<file path="config.mk">
export PLATFORM = sky130hd
export DESIGN_NAME = sleep_clock_ctrl
export DESIGN_NICKNAME = d
export VERILOG_FILES = /design/src/logic/sleep_clk_pkg.sv /design/src/logic/clk_cfg_if.sv /design/src/logic/sleep_gate.sv /design/src/logic/tick_divider.sv /design/src/logic/sleep_clock_ctrl.sv
export SDC_FILE = /design/constraint.sdc
export NUM_CORES = 1
export LEC_CHECK = 0
export ABC_AREA = 0
export BUFFER_PORTS_ARGS = -buffer_cell sky130_fd_sc_hd__buf_4
export CAP_MARGIN = 10
export CORE_UTILIZATION = 35
export CTS_CLUSTER_DIAMETER = 40
export DETAILED_ROUTE_END_ITERATION = 6
export PLACE_DENSITY = 0.69
export SLEW_MARGIN = 20
export SYNTH_ARGS = -nofsm -noshare
export SYNTH_HDL_FRONTEND = slang
export SYNTH_SLANG_ARGS = --single-unit
export TNS_END_PERCENT = 10
</file>
<file path="constraint.sdc">
create_clock -name sys_clk_i -period 1.6 [get_ports sys_clk_i]
set_input_delay 0.24 -clock sys_clk_i [delete_from_list [all_inputs] [get_ports sys_clk_i]]
set_output_delay 0.24 -clock sys_clk_i [all_outputs]
set_load 0.03 [all_outputs]
</file>
<file path="src/logic/sleep_clk_pkg.sv">
// Purpose: shared constants for the sleep clock gating and power flag block
// Assumes: 32-bit apb data, one aligned word per register
// Notes:   offsets are byte addresses
package sleep_clk_pkg;

  // ----------------------------------------------------------------
  // register map
  // ----------------------------------------------------------------
  localparam int          ADDR_W               = 8;
  localparam int          DATA_W               = 32;
  localparam logic [7:0]  OFF_CLOCK_SELECT_TWO = 8'h1C;
  localparam logic [7:0]  OFF_SLEEP_ENABLES    = 8'h20;
  localparam logic [7:0]  OFF_POWER_FLAGS      = 8'h24;
  localparam logic [7:0]  OFF_INT_STATUS       = 8'h30;
  localparam logic [7:0]  OFF_INT_CLEAR        = 8'h34;
  localparam logic [7:0]  OFF_INT_ENABLE       = 8'h38;

  // ----------------------------------------------------------------
  // clock_select_two fields
  // ----------------------------------------------------------------
  localparam int          DIV_LSB              = 8;
  localparam int          DIV_W                = 4;
  localparam int          AUDIO_SEL_LSB        = 0;
  localparam int          AUDIO_SEL_W          = 2;
  localparam logic [3:0]  DIV_RESET            = 4'h0;

  typedef enum logic [1:0] {
    AUDIO_SRC_SLOW_OSC = 2'h0,
    AUDIO_SRC_CRYSTAL  = 2'h1,
    AUDIO_SRC_BUS      = 2'h2,
    AUDIO_SRC_FAST     = 2'h3
  } audio_src_t;

  // ----------------------------------------------------------------
  // sleep_clock_enables bit positions
  // ----------------------------------------------------------------
  localparam int ANALOG_SLEEP_GATE         = 30;
  localparam int AUDIO_SERIAL_SLEEP_GATE   = 29;
  localparam int SIGMA_DELTA_SLEEP_GATE    = 28;
  localparam int PULSE_PAIR_HI_SLEEP_GATE  = 21;
  localparam int PULSE_PAIR_LO_SLEEP_GATE  = 20;
  localparam int FILTER_LEVEL_SLEEP_GATE   = 18;
  localparam int SAR_CONVERTER_SLEEP_GATE  = 17;
  localparam int FIRST_SERIAL_SLEEP_GATE   = 16;
  localparam int SECOND_SERIAL_SLEEP_GATE  = 15;
  localparam int SPEAKER_DRIVER_SLEEP_GATE = 13;
  localparam int SPI_A_SLEEP_GATE          = 12;
  localparam int SPI_B_SLEEP_GATE          = 11;
  localparam int TWO_WIRE_SLEEP_GATE       = 8;
  localparam int TIMER_B_SLEEP_GATE        = 7;
  localparam int TIMER_A_SLEEP_GATE        = 6;
  localparam int CALENDAR_SLEEP_GATE       = 5;
  localparam int WATCHDOG_SLEEP_GATE       = 4;
  localparam int FLASH_PROG_SLEEP_GATE     = 2;
  localparam int DMA_SLEEP_GATE            = 1;
  localparam int CPU_BUS_SLEEP_GATE        = 0;

  localparam logic [31:0] SLEEP_VALID_MASK =
    (32'h1 << ANALOG_SLEEP_GATE) | (32'h1 << AUDIO_SERIAL_SLEEP_GATE) | (32'h1 << SIGMA_DELTA_SLEEP_GATE) |
    (32'h1 << PULSE_PAIR_HI_SLEEP_GATE) | (32'h1 << PULSE_PAIR_LO_SLEEP_GATE) |
    (32'h1 << FILTER_LEVEL_SLEEP_GATE) | (32'h1 << SAR_CONVERTER_SLEEP_GATE) |
    (32'h1 << FIRST_SERIAL_SLEEP_GATE) | (32'h1 << SECOND_SERIAL_SLEEP_GATE) |
    (32'h1 << SPEAKER_DRIVER_SLEEP_GATE) | (32'h1 << SPI_A_SLEEP_GATE) | (32'h1 << SPI_B_SLEEP_GATE) |
    (32'h1 << TWO_WIRE_SLEEP_GATE) | (32'h1 << TIMER_B_SLEEP_GATE) | (32'h1 << TIMER_A_SLEEP_GATE) |
    (32'h1 << CALENDAR_SLEEP_GATE) | (32'h1 << WATCHDOG_SLEEP_GATE) | (32'h1 << FLASH_PROG_SLEEP_GATE) |
    (32'h1 << DMA_SLEEP_GATE) | (32'h1 << CPU_BUS_SLEEP_GATE);
  localparam logic [31:0] SLEEP_RESET      = 32'h0FFF_FFFF & SLEEP_VALID_MASK;

  // ----------------------------------------------------------------
  // power_state_flags and interrupt layout
  // ----------------------------------------------------------------
  localparam int          FLAG_W           = 3;
  localparam int          STANDBY_FLAG     = 2;
  localparam int          HALTED_FLAG      = 1;
  localparam int          DEEP_SLEEP_FLAG  = 0;
  localparam logic [2:0]  FLAGS_RESET      = 3'h0;

endpackage : sleep_clk_pkg

</file>
<file path="src/logic/clk_cfg_if.sv">
// Purpose: carrier between the register core and its gating and divider helpers
// Assumes: single clock domain
// Notes:   none
`timescale 1ns/1ps
interface clk_cfg_if;
  logic [31:0] sleep_en;
  logic [31:0] run_en;
  logic        cpu_sleep;
  logic [31:0] gates;
  logic [3:0]  div;
  logic        src_tick;
  logic        out_tick;

  modport ctl     (output sleep_en, run_en, cpu_sleep, div, src_tick, input gates, out_tick);
  modport gate    (input sleep_en, run_en, cpu_sleep, output gates);
  modport divider (input div, src_tick, output out_tick);
endinterface : clk_cfg_if

</file>
<file path="src/logic/sleep_gate.sv">
// Purpose: per-peripheral clock enables for run and sleep
// Assumes: run enables share the sleep register layout
// Notes:   gates are registered
`timescale 1ns/1ps
module sleep_gate
  import sleep_clk_pkg::*;
(
  input  wire logic sys_clk_i,  // system clock
  input  wire logic rst_n_i,    // sync reset, active low
  clk_cfg_if.gate   cfg         // enables in, gates out
);
  typedef struct packed {
    logic [31:0] gates;
  } gate_state_t;

  gate_state_t r;
  gate_state_t next_r;

  always_comb begin
    next_r       = r;
    // awake: run enable alone; asleep: run enable and sleep enable
    next_r.gates = cfg.run_en & (~{32{cfg.cpu_sleep}} | cfg.sleep_en) & SLEEP_VALID_MASK;
  end

  always_ff @(posedge sys_clk_i) begin
    if (!rst_n_i) begin
      r <= '0;
    end else begin
      r <= next_r;
    end
  end

  assign cfg.gates = r.gates;
endmodule : sleep_gate

</file>
<file path="src/logic/tick_divider.sv">
// Purpose: divides a source tick stream by (div + 1)
// Assumes: source ticks are one-cycle pulses
// Notes:   a new divide value applies at once; at or below the count it wraps on the next source tick
`timescale 1ns/1ps
module tick_divider
  import sleep_clk_pkg::*;
(
  input  wire logic sys_clk_i,  // system clock
  input  wire logic rst_n_i,    // sync reset, active low
  clk_cfg_if.divider cfg        // divide value and ticks
);
  typedef struct packed {
    logic [DIV_W-1:0] cnt;
    logic             tick;
  } div_state_t;

  div_state_t r;
  div_state_t next_r;

  always_comb begin
    next_r      = r;
    next_r.tick = 1'b0;
    if (cfg.src_tick) begin
      if (r.cnt >= cfg.div) begin
        next_r.cnt  = '0;
        next_r.tick = 1'b1;
      end else begin
        next_r.cnt = DIV_W'(r.cnt + 1'b1);
      end
    end
  end

  always_ff @(posedge sys_clk_i) begin
    if (!rst_n_i) begin
      r <= '0;
    end else begin
      r <= next_r;
    end
  end

  assign cfg.out_tick = r.tick;
endmodule : tick_divider

</file>
<file path="src/logic/sleep_clock_ctrl.sv">
// Purpose: sleep clock gating, second serial divider, audio clock select, power flags
// Assumes: apb slave, zero wait states, 100 MHz sys_clk_i
// Notes:   power-state events also raise a maskable interrupt
//
// Contract
// - second serial clock is the serial source divided by divider plus one
// - audio select: 00 slow osc (reset), 01 crystal, 10 bus, 11 fast osc
// - asleep, a clock runs only if run enable and sleep enable are both one
// - bits 30, 29, 28 gate analog, audio serial and sigma-delta clocks in sleep
// - bit 21 gates pulse channels two/three, bit 20 channels zero/one
// - bits 18..15 gate filter, sar converter, first and second serial port
// - bits 13, 12, 11, 8 gate speaker driver, two spi, two-wire; 10, 9 reserved
// - bits 7..4 gate timer one, timer zero, calendar and watchdog in sleep
// - bit 2 gates flash programming clock, bit 1 the dma clock in sleep
// - standby flag bit 2 sets on standby entry, write one clears
// - halted flag bit 1 sets on stop without power down, write one clears
// - deep sleep flag bit 0 sets on deep sleep, write one clears, zero ignored
//
// Our own choice: the APB register port.
`timescale 1ns/1ps
module sleep_clock_ctrl (
  input  wire logic                               sys_clk_i,            // system clock, 100 MHz
  input  wire logic                               rst_n_i,              // sync reset, active low
  input  wire logic                               psel_i,               // apb select
  input  wire logic                               penable_i,            // apb enable
  input  wire logic                               pwrite_i,             // apb write
  input  wire logic [sleep_clk_pkg::ADDR_W-1:0]   paddr_i,              // apb byte address
  input  wire logic [sleep_clk_pkg::DATA_W-1:0]   pwdata_i,             // apb write data
  output logic      [sleep_clk_pkg::DATA_W-1:0]   prdata_o,             // apb read data
  output logic                                    pready_o,             // apb ready
  output logic                                    pslverr_o,            // apb error, unmapped address
  input  wire logic [31:0]                        run_enables_i,        // run-mode enables, sleep layout
  input  wire logic                               cpu_sleep_i,          // cpu is in sleep
  input  wire logic                               serial_src_tick_i,    // serial source clock tick
  input  wire logic [3:0]                         audio_src_i,          // audio source clocks by code
  input  wire logic                               standby_entry_i,      // pulse: entered standby
  input  wire logic                               halted_entry_i,       // pulse: stopped, powered
  input  wire logic                               deep_sleep_entry_i,   // pulse: entered deep sleep
  output logic      [31:0]                        clock_gates_o,        // per-peripheral clock enables
  output logic                                    second_serial_tick_o, // divided serial tick
  output logic                                    audio_clk_o,          // selected audio clock
  output logic      [sleep_clk_pkg::AUDIO_SEL_W-1:0] audio_clk_sel_o,   // audio select field
  output logic                                    irq_o                 // interrupt, active high
);
  import sleep_clk_pkg::*;

  // ----------------------------------------------------------------
  // state
  // ----------------------------------------------------------------
  typedef struct packed {
    logic [DIV_W-1:0]       div;
    audio_src_t             audio_sel;
    logic [31:0]            sleep_en;
    logic [FLAG_W-1:0]      flags;
    logic [FLAG_W-1:0]      int_status;
    logic [FLAG_W-1:0]      int_enable;
    logic [DATA_W-1:0]      rdata;
    logic                   ready;
    logic                   slverr;
    logic                   irq;
    logic                   audio_clk;
  } ctrl_state_t;

  ctrl_state_t r;
  ctrl_state_t next_r;
  clk_cfg_if   cfg ();

  logic              setup;
  logic              wr_done;
  logic [FLAG_W-1:0] events;
  logic [FLAG_W-1:0] flag_clr;
  logic [FLAG_W-1:0] int_clr;
  logic [DATA_W-1:0] rd_val;
  logic              hit;

  // ----------------------------------------------------------------
  // helpers
  // ----------------------------------------------------------------
  sleep_gate u_gate (
    .sys_clk_i (sys_clk_i),
    .rst_n_i   (rst_n_i),
    .cfg       (cfg.gate)
  );

  tick_divider u_div (
    .sys_clk_i (sys_clk_i),
    .rst_n_i   (rst_n_i),
    .cfg       (cfg.divider)
  );

  assign cfg.sleep_en  = r.sleep_en;
  assign cfg.run_en    = run_enables_i;
  assign cfg.cpu_sleep = cpu_sleep_i;
  assign cfg.div       = r.div;
  assign cfg.src_tick  = serial_src_tick_i;

  // ----------------------------------------------------------------
  // bus decode
  // ----------------------------------------------------------------
  assign setup   = psel_i & ~penable_i;
  assign wr_done = psel_i & penable_i & r.ready & pwrite_i & ~r.slverr;

  always_comb begin
    events                  = '0;
    events[STANDBY_FLAG]    = standby_entry_i;
    events[HALTED_FLAG]     = halted_entry_i;
    events[DEEP_SLEEP_FLAG] = deep_sleep_entry_i;
  end

  always_comb begin
    hit    = 1'b1;
    rd_val = '0;
    unique case (paddr_i)
      OFF_CLOCK_SELECT_TWO: begin
        rd_val[DIV_LSB +: DIV_W]             = r.div;
        rd_val[AUDIO_SEL_LSB +: AUDIO_SEL_W] = r.audio_sel;
      end
      OFF_SLEEP_ENABLES: begin
        rd_val = r.sleep_en & SLEEP_VALID_MASK;
      end
      OFF_POWER_FLAGS: begin
        rd_val[FLAG_W-1:0] = r.flags;
      end
      OFF_INT_STATUS: begin
        rd_val[FLAG_W-1:0] = r.int_status;
      end
      OFF_INT_CLEAR: begin
        rd_val = '0;
      end
      OFF_INT_ENABLE: begin
        rd_val[FLAG_W-1:0] = r.int_enable;
      end
      default: begin
        hit = 1'b0;
      end
    endcase
  end

  // write-one-to-clear strobes, only the low flag bits are looked at
  always_comb begin
    flag_clr = '0;
    int_clr  = '0;
    if (wr_done && paddr_i == OFF_POWER_FLAGS) begin
      flag_clr = pwdata_i[FLAG_W-1:0];
    end
    if (wr_done && paddr_i == OFF_INT_CLEAR) begin
      int_clr = pwdata_i[FLAG_W-1:0];
    end
  end

  // ----------------------------------------------------------------
  // next state
  // ----------------------------------------------------------------
  always_comb begin
    next_r        = r;
    next_r.ready  = 1'b0;
    next_r.slverr = 1'b0;

    // answer one cycle after setup: zero wait states
    if (setup) begin
      next_r.ready  = 1'b1;
      next_r.slverr = ~hit;
      next_r.rdata  = hit ? rd_val : '0;
    end

    if (wr_done) begin
      unique case (paddr_i)
        OFF_CLOCK_SELECT_TWO: begin
          // reserved bits of this word are simply not stored
          next_r.div       = pwdata_i[DIV_LSB +: DIV_W];
          next_r.audio_sel = audio_src_t'(pwdata_i[AUDIO_SEL_LSB +: AUDIO_SEL_W]);
        end
        OFF_SLEEP_ENABLES: begin
          // gates for bits 30..28, 21..20, 18..15, 13..11, 8, 7..4, 2..0
          next_r.sleep_en = pwdata_i & SLEEP_VALID_MASK;
        end
        OFF_INT_ENABLE: begin
          next_r.int_enable = pwdata_i[FLAG_W-1:0];
        end
        default: begin
          next_r.div = r.div;
        end
      endcase
    end

    // a flag raised in the same cycle as its clear stays set
    next_r.flags      = (r.flags & ~flag_clr) | events;
    next_r.int_status = (r.int_status & ~int_clr) | events;
    next_r.irq        = |(next_r.int_status & next_r.int_enable);

    // audio clock follows the selected source
    next_r.audio_clk = audio_src_i[r.audio_sel];
  end

  // ----------------------------------------------------------------
  // registers
  // ----------------------------------------------------------------
  always_ff @(posedge sys_clk_i) begin
    if (!rst_n_i) begin
      r            <= '0;
      r.div        <= DIV_RESET;
      r.audio_sel  <= AUDIO_SRC_SLOW_OSC;
      r.sleep_en   <= SLEEP_RESET;
      r.flags      <= FLAGS_RESET;
      r.int_status <= FLAGS_RESET;
      r.int_enable <= FLAGS_RESET;
    end else begin
      r <= next_r;
    end
  end

  // ----------------------------------------------------------------
  // outputs
  // ----------------------------------------------------------------
  assign prdata_o             = r.rdata;
  assign pready_o             = r.ready;
  assign pslverr_o            = r.slverr;
  assign irq_o                = r.irq;
  assign audio_clk_o          = r.audio_clk;
  assign audio_clk_sel_o      = r.audio_sel;
  assign clock_gates_o        = cfg.gates;
  assign second_serial_tick_o = cfg.out_tick;

endmodule : sleep_clock_ctrl

</file>
==> impl_metrics.env, run 1 <==
export IMPL_antenna_found_initial=0
export IMPL_coreArea_sq_mm=0.0104
export IMPL_final_util_pct=47.2
export IMPL_pwr_density_cell_mw_per_mm2=862
export IMPL_synthSimpleGateAreaFrac_pct=16.9
export IMPL_placed_cell_area_sq_mm=0.00466
export IMPL_rows=37
export IMPL_gr_total_overflow=0
export IMPL_area_growth_pct=30.9
export IMPL_syn_cell_area_sq_mm=0.00374
export IMPL_dieWidth_um=105
export IMPL_dr_first_iter_drc_count=114
export IMPL_avgSynthCellArea_sq_um=8.91
export IMPL_die_height_um=105
export IMPL_fin_crit_sh_pct=99.4
export IMPL_cts_max_path_buffers=2
export IMPL_instances_no_fill=669
export IMPL_mostFrequentLayoutCells="141 x buf_4, 84 x dfxtp_1, 55 x nand2_1, 30 x nor2_1, 28 x inv_1"
export IMPL_mostFrequentLayoutCell="buf_4"
export IMPL_critPathMaxFanout=5
export IMPL_hp_start="run_enables_i[7]"
export IMPL_hold_end="u_gate.cfg.gates[7]$_SDFF_PN0_"
export IMPL_synth_top_family_by_area="simple AND/OR/NAND/NOR gates"
export IMPL_dp_hpwl_mm=7.09
export IMPL_grt_pass1_wl_mm=15.1
export IMPL_cts_buffers=9
export IMPL_antenna_cells=0
export IMPL_io_buffers=112
export IMPL_hold_slack_ps=103
export IMPL_vias_per_cell=4.82
export IMPL_track_usage_pct=17.2
export IMPL_ys_seq_elements=86
export IMPL_synth_edf_count=0
export IMPL_io_pins=157
export IMPL_m1WireLength_mm=4.08
export IMPL_crit_path_end_kind="flip-flop"
export IMPL_dp_slack_ps=-288
export IMPL_p_total_mw=4.22
export IMPL_rrSetupSlack_ps=10
export IMPL_grt_pass1_vias=3106
export IMPL_synth_cell_types=54
export IMPL_wl_per_cell_um=14.1
export IMPL_arrival_ps=1850
export IMPL_rr_startpoint="u_div.r[1]$_SDFFE_PN0P_"
export IMPL_grt_max_degree=32
export IMPL_clock_latency_ps=350
export IMPL_ant_nets=0
export IMPL_hold_path_depth=3
export IMPL_p_leak_nw=2.21
export IMPL_async_flop_share_pct=0
export IMPL_synthMuxAreaShare_pct=3.28
export IMPL_period_needed_ps=1590
export IMPL_ys_seq_area_share_pct=46.0
export IMPL_maxUsedRoutingLayer="met4"
export IMPL_peakVddDrop_mv=0.494
export IMPL_clock_sinks=86
export IMPL_gp_congestion=0.938
export IMPL_path_class="flip-flop to flip-flop"
export IMPL_tns_ps=0
export IMPL_firstDrtPassIters=4
export IMPL_synth_compound_area_share_pct=16.5
export IMPL_dp_cells=652
export IMPL_route_detailed_drc=0
export IMPL_min_path_type="primary input to flip-flop"
export IMPL_grt_setup_unrepaired="yes"
export IMPL_cts_root_buf="clkbuf_8"
export IMPL_htree_levels=3
export IMPL_drive_above_1_share_pct=34.5
export IMPL_routed_wirelength_mm=9.43
export IMPL_reg2reg_to="u_div.r[1]$_SDFFE_PN0P_"
export IMPL_cts_tree="yes"
export IMPL_routed_via_count=3223
export IMPL_nets=619
export IMPL_drv_cap=0
export IMPL_die_area_sq_mm=0.0111
export IMPL_path_clk_slew_ps=90
export IMPL_startpoint_type="flip-flop"
export IMPL_cp_required_ps=1860
export IMPL_met3_length_um=463
export IMPL_yosys_area_share_adder_pct=1.67
export IMPL_ys_warnings_count=0
export IMPL_initial_core_util_pct=36.1
export IMPL_setup_ws_ps=10.3
export IMPL_drv_slew=0
export IMPL_wl_met2_mm=4.70
export IMPL_outcome="finished clean"
export IMPL_synth_xor_area_share_pct=0.702
export IMPL_reg2reg_depth=7
export IMPL_syn_inst=420
export IMPL_synth_flop_cell="dfxtp_1"
export IMPL_setup_viol=0
export IMPL_hold_viol_final=0
export IMPL_clock_fmax_mhz=629
export IMPL_skew_ps=7.71
export IMPL_fin_area_sq_mm=0.00490
export IMPL_fillers=1040
==> worst max-delay path: stages, from the launching register on <==
cell and delay, ps:
dfxtp_2 340, inv_1 40, ha_1 260, nand2b_4 130, a21o_1 150, a21o_1 170
a21o_1 220, a211oi_1 200
==> area by class of cell <==
class	instances	area (sq um)	share of cell area, %
Clock inverter	6	53.8	1.10
Inverter	28	105	2.15
Clock buffer	10	138	2.81
Multi-Input combinational cell	259	1600	32.6
Sequential cell	86	1720	35.2
Tap cell	136	170	3.47
Timing Repair Buffer	144	1110	22.7
==> kinds of logic after synthesis <==
group	Yosys count
AND/OR/NAND/NOR	127
buffers and inverters	96
AO/OA/AOI/OAI	91
flip-flops	86
multiplexers	11
adder cells (fa/ha/maj)	5
XOR/XNOR	3
other	1
==> registers in the layout (all words and copies together) (netlist names) <==
register and cells:
cfg.div 4, pready_o 1, audio_clk_o 1, irq_o 1
r 9, prdata_o 22, pslverr_o 1, cfg.sleep_en 20
u_div.r 4, audio_clk_sel_o 2, u_gate.cfg.gates 20, u_div.cfg.out_tick 1
==> Yosys cell counts (3+ instances only) <==
master    instances  area share [%]
clkbuf_1         16             1.6
a22oi_1          16             3.2
o21ai_0           5            0.67
ha_1              5             1.7
nand4_1           5            0.84
nor3_1            4            0.53
inv_1            28             2.8
nand3_1           6            0.80
buf_4            49             9.8
dfxtp_1          86              46
and2_1            5            0.84
nor2_1           30             3.0
mux2i_1          10             2.7
a21oi_1          28             3.7
nand2_1          57             5.7
o211ai_1         17             3.4
a21o_1            3            0.60
a211oi_1          4            0.80
==> worst max path at each step <==
stage,to,start,slack (ps),cells after the start
2_1_floorplan,audio_clk_sel_o[0]$_SDFFE_PN0P_,paddr_i[5],-60,6
3_5_place_dp,irq_o$_SDFF_PN0_,paddr_i[1],-290,6
5_1_grt,u_div.r[1]$_SDFFE_PN0P_,u_div.r[1]$_SDFFE_PN0P_,-60,7
4_1_cts,u_div.r[1]$_SDFFE_PN0P_,u_div.r[1]$_SDFFE_PN0P_,20,7
6_report,u_div.r[1]$_SDFFE_PN0P_,u_div.r[1]$_SDFFE_PN0P_,10,7
3_3_place_gp,irq_o$_SDFF_PN0_,paddr_i[1],-250,6
==> per-layer routing <==
layer  global-route usage, %  vias to the layer above
met5                       0                        -
met3                    4.27                       15
met1                    20.9                     1522
li1                        -                     1585
met4                    6.04                        0
met2                    29.6                      101
==> where the power goes <==
group	switching, mW	internal [mW]	total [mW]
clock	0.817	0.631	1.45
combinational	0.328	0.231	0.559
sequential	0.0249	2.19	2.21
total	1.17	3.05	4.22
==> what timing repair did <==
action / CTS / global route
setup endpoints to repair: 5 / 14
hold buffers: 0 / 0
hold endpoints to repair: 0 / 0
buffers inserted: 1 / 0
gates resized for setup: 4 / 6
pin swaps: 7 / 0
(Power assumes the default switching activity.)
==> run 2, diff against run 1 <==
--- a/config.mk
+++ b/config.mk
@@ -8,10 +8,11 @@
 export ABC_AREA = 0
 export BUFFER_PORTS_ARGS = -buffer_cell sky130_fd_sc_hd__buf_4
 export CAP_MARGIN = 10
-export CORE_UTILIZATION = 35
+export CORE_UTILIZATION = 41
 export CTS_CLUSTER_DIAMETER = 40
+export CTS_CLUSTER_SIZE = 10
 export DETAILED_ROUTE_END_ITERATION = 6
-export PLACE_DENSITY = 0.69
+export PLACE_DENSITY = 0.78
 export SLEW_MARGIN = 20
 export SYNTH_ARGS = -nofsm -noshare
 export SYNTH_HDL_FRONTEND = slang
==> constraint.sdc (replaced) <==
create_clock -name sys_clk_i -period 1.6 [get_ports sys_clk_i]
set_input_delay 0.08 -clock sys_clk_i [delete_from_list [all_inputs] [get_ports sys_clk_i]]
set_output_delay 0.08 -clock sys_clk_i [all_outputs]
set_load 0.03 [all_outputs]
==> impl_metrics.env, run 2 (same netlist as run 1, synthesis figures left out) <==
export IMPL_final_util_pct=60.1
export IMPL_routed_wirelength_mm=9.91
export IMPL_fin_area_sq_mm=0.00527
export IMPL_io_buffers=112
export IMPL_tns_ps=-6.37
export IMPL_firstDrtPassIters=4
export IMPL_period_needed_ps=1610
export IMPL_grt_pass1_vias=3408
export IMPL_area_growth_pct=40.7
export IMPL_largest_reg_flops=22
export IMPL_endpoint="u_div.cfg.out_tick$_SDFF_PN0_"
export IMPL_io_pins=157
export IMPL_pwr_density_cell_mw_per_mm2=825
export IMPL_drive_above_1_share_pct=31.1
export IMPL_clock_latency_ps=360
export IMPL_grt_pass1_wl_mm=16.3
export IMPL_p_leak_nw=2.36
export IMPL_min_path_type="primary input to flip-flop"
export IMPL_rr_startpoint="u_div.r[1]$_SDFFE_PN0P_"
export IMPL_dieWidth_um=97.6
export IMPL_cp_top_family="compound AO/OA/AOI/OAI gates"
export IMPL_dr_first_iter_drc_count=118
export IMPL_cp_num_buf_inv=1
export IMPL_cts_root_buf="clkbuf_8"
export IMPL_track_usage_pct=21.3
export IMPL_arrival_ps=1870
export IMPL_slowest_stage="dfxtp_2"
export IMPL_htree_levels=3
export IMPL_crit_path_end_kind="flip-flop"
export IMPL_antenna_found_initial=0
export IMPL_grt_max_degree=34
export IMPL_skew_ps=8.12
export IMPL_path_common_cell="a21o_1"
export IMPL_antenna_cells=0
export IMPL_setup_ws_ps=-6.37
export IMPL_rrSetupSlack_ps=-6
export IMPL_instances_no_fill=680
export IMPL_route_detailed_drc=0
export IMPL_setup_viol=1
export IMPL_post_cts_buffers=0
export IMPL_placed_cell_area_sq_mm=0.00458
export IMPL_path_cells="inv_1 > ha_1 > nand2b_4 > a21o_1 > a21o_1 > a21o_4 > and3_4"
export IMPL_cts_tree="yes"
export IMPL_vias_per_cell=5.04
export IMPL_grt_setup_unrepaired="yes"
export IMPL_clock_sinks=86
export IMPL_gr_total_overflow=0
export IMPL_gp_congestion=0.871
export IMPL_cts_max_path_buffers=2
export IMPL_drv_slew=0
export IMPL_outcome="finished, violations left"
export IMPL_nets=658
export IMPL_wl_per_cell_um=14.6
export IMPL_die_area_sq_mm=0.00952
export IMPL_hold_viol_final=0
export IMPL_rows=34
export IMPL_dp_cells=620
export IMPL_die_height_um=97.6
export IMPL_dp_slack_ps=-78.4
export IMPL_clock_fmax_mhz=623
export IMPL_hold_path_depth=3
export IMPL_cp_depth=7
export IMPL_drv_cap=0
export IMPL_peakVddDrop_mv=0.544
export IMPL_routed_via_count=3426
export IMPL_cp_required_ps=1860
export IMPL_hold_slack_ps=12.7
export IMPL_path_clk_slew_ps=90
export IMPL_critPathMaxFanout=5
export IMPL_cts_buffers=9
export IMPL_startpoint_type="flip-flop"
export IMPL_failed_checks="setup timing"
export IMPL_initial_core_util_pct=42.7
export IMPL_mostFrequentLayoutCell="buf_4"
export IMPL_fin_crit_sh_pct=100
export IMPL_mostFrequentLayoutCells="137 x buf_4, 83 x dfxtp_1, 57 x nand2_1, 44 x dlygate4sd3_1, 30 x nor2_1"
export IMPL_worstSetupStartpoint="u_div.r[1]$_SDFFE_PN0P_"
export IMPL_reg2reg_depth=7
export IMPL_p_total_mw=4.35
export IMPL_path_class="flip-flop to flip-flop"
export IMPL_coreArea_sq_mm=0.00876
export IMPL_reg2reg_to="u_div.cfg.out_tick$_SDFF_PN0_"
export IMPL_ant_nets=0
export IMPL_dp_hpwl_mm=6.83
export IMPL_cpPeakStageDelay_ps=330
## run 2: cell count changes in the layout (fill, tap and decap cells not counted), sizes merged
cell | before | now
dlygate4sd3 | 0 | 44
buf | 144 | 139
clkinv | 3 | 0
inv | 30 | 33
clkbuf | 10 | 9
clkinvlp | 1 | 2
## run 2: worst min path at each step
stage                          start                             end  slack [ps]
floorplan           run_enables_i[0]  u_gate.cfg.gates[0]$_SDFF_PN0_         200
global placement        pwdata_i[18]   cfg.sleep_en[18]$_SDFFE_PN1P_         310
detailed placement      pwdata_i[20]   cfg.sleep_en[20]$_SDFFE_PN1P_         310
CTS                      pwdata_i[1]    cfg.sleep_en[1]$_SDFFE_PN1P_           5
global route             pwdata_i[1]    cfg.sleep_en[1]$_SDFFE_PN1P_           5
finish                   pwdata_i[1]    cfg.sleep_en[1]$_SDFFE_PN1P_          10
## run 2: layer usage
layer,part of all wire (%),track usage (%)
met5,0,0
met3,4.3,3.60
met2,50,36.6
met4,3.2,10.2
met1,42,25.8
## run 2: report_power, final
group / switching, mW / internal, mW
Combinational: 0.347 / 0.294
Clock: 0.888 / 0.603
Sequential: 0.0249 / 2.19
Total: 1.26 / 3.09
## run 2: worst min-delay path, stage by stage
cell	delay, ps
buf_4	120
nand2_1	50
o211ai_1	70
## run 2: area by class of cell
type / instances / area (sq um)
timing repair buffer: 183 / 1510
fill: 761 / 3500
clock buffer: 9 / 124
multi-input combinational: 259 / 1610
clock inverter: 7 / 63.8
sequential: 86 / 1730
inverter: 28 / 105
tap: 108 / 135
## run 2: repair_timing
action | in CTS | in global routing
pin swaps | 5 | 4
hold buffers | 44 | 0
setup endpoints to repair | 5 | 6
endpoints found under the hold margin | 50 | 0
gates resized for setup | 8 | 3
gates cloned | 0 | 0
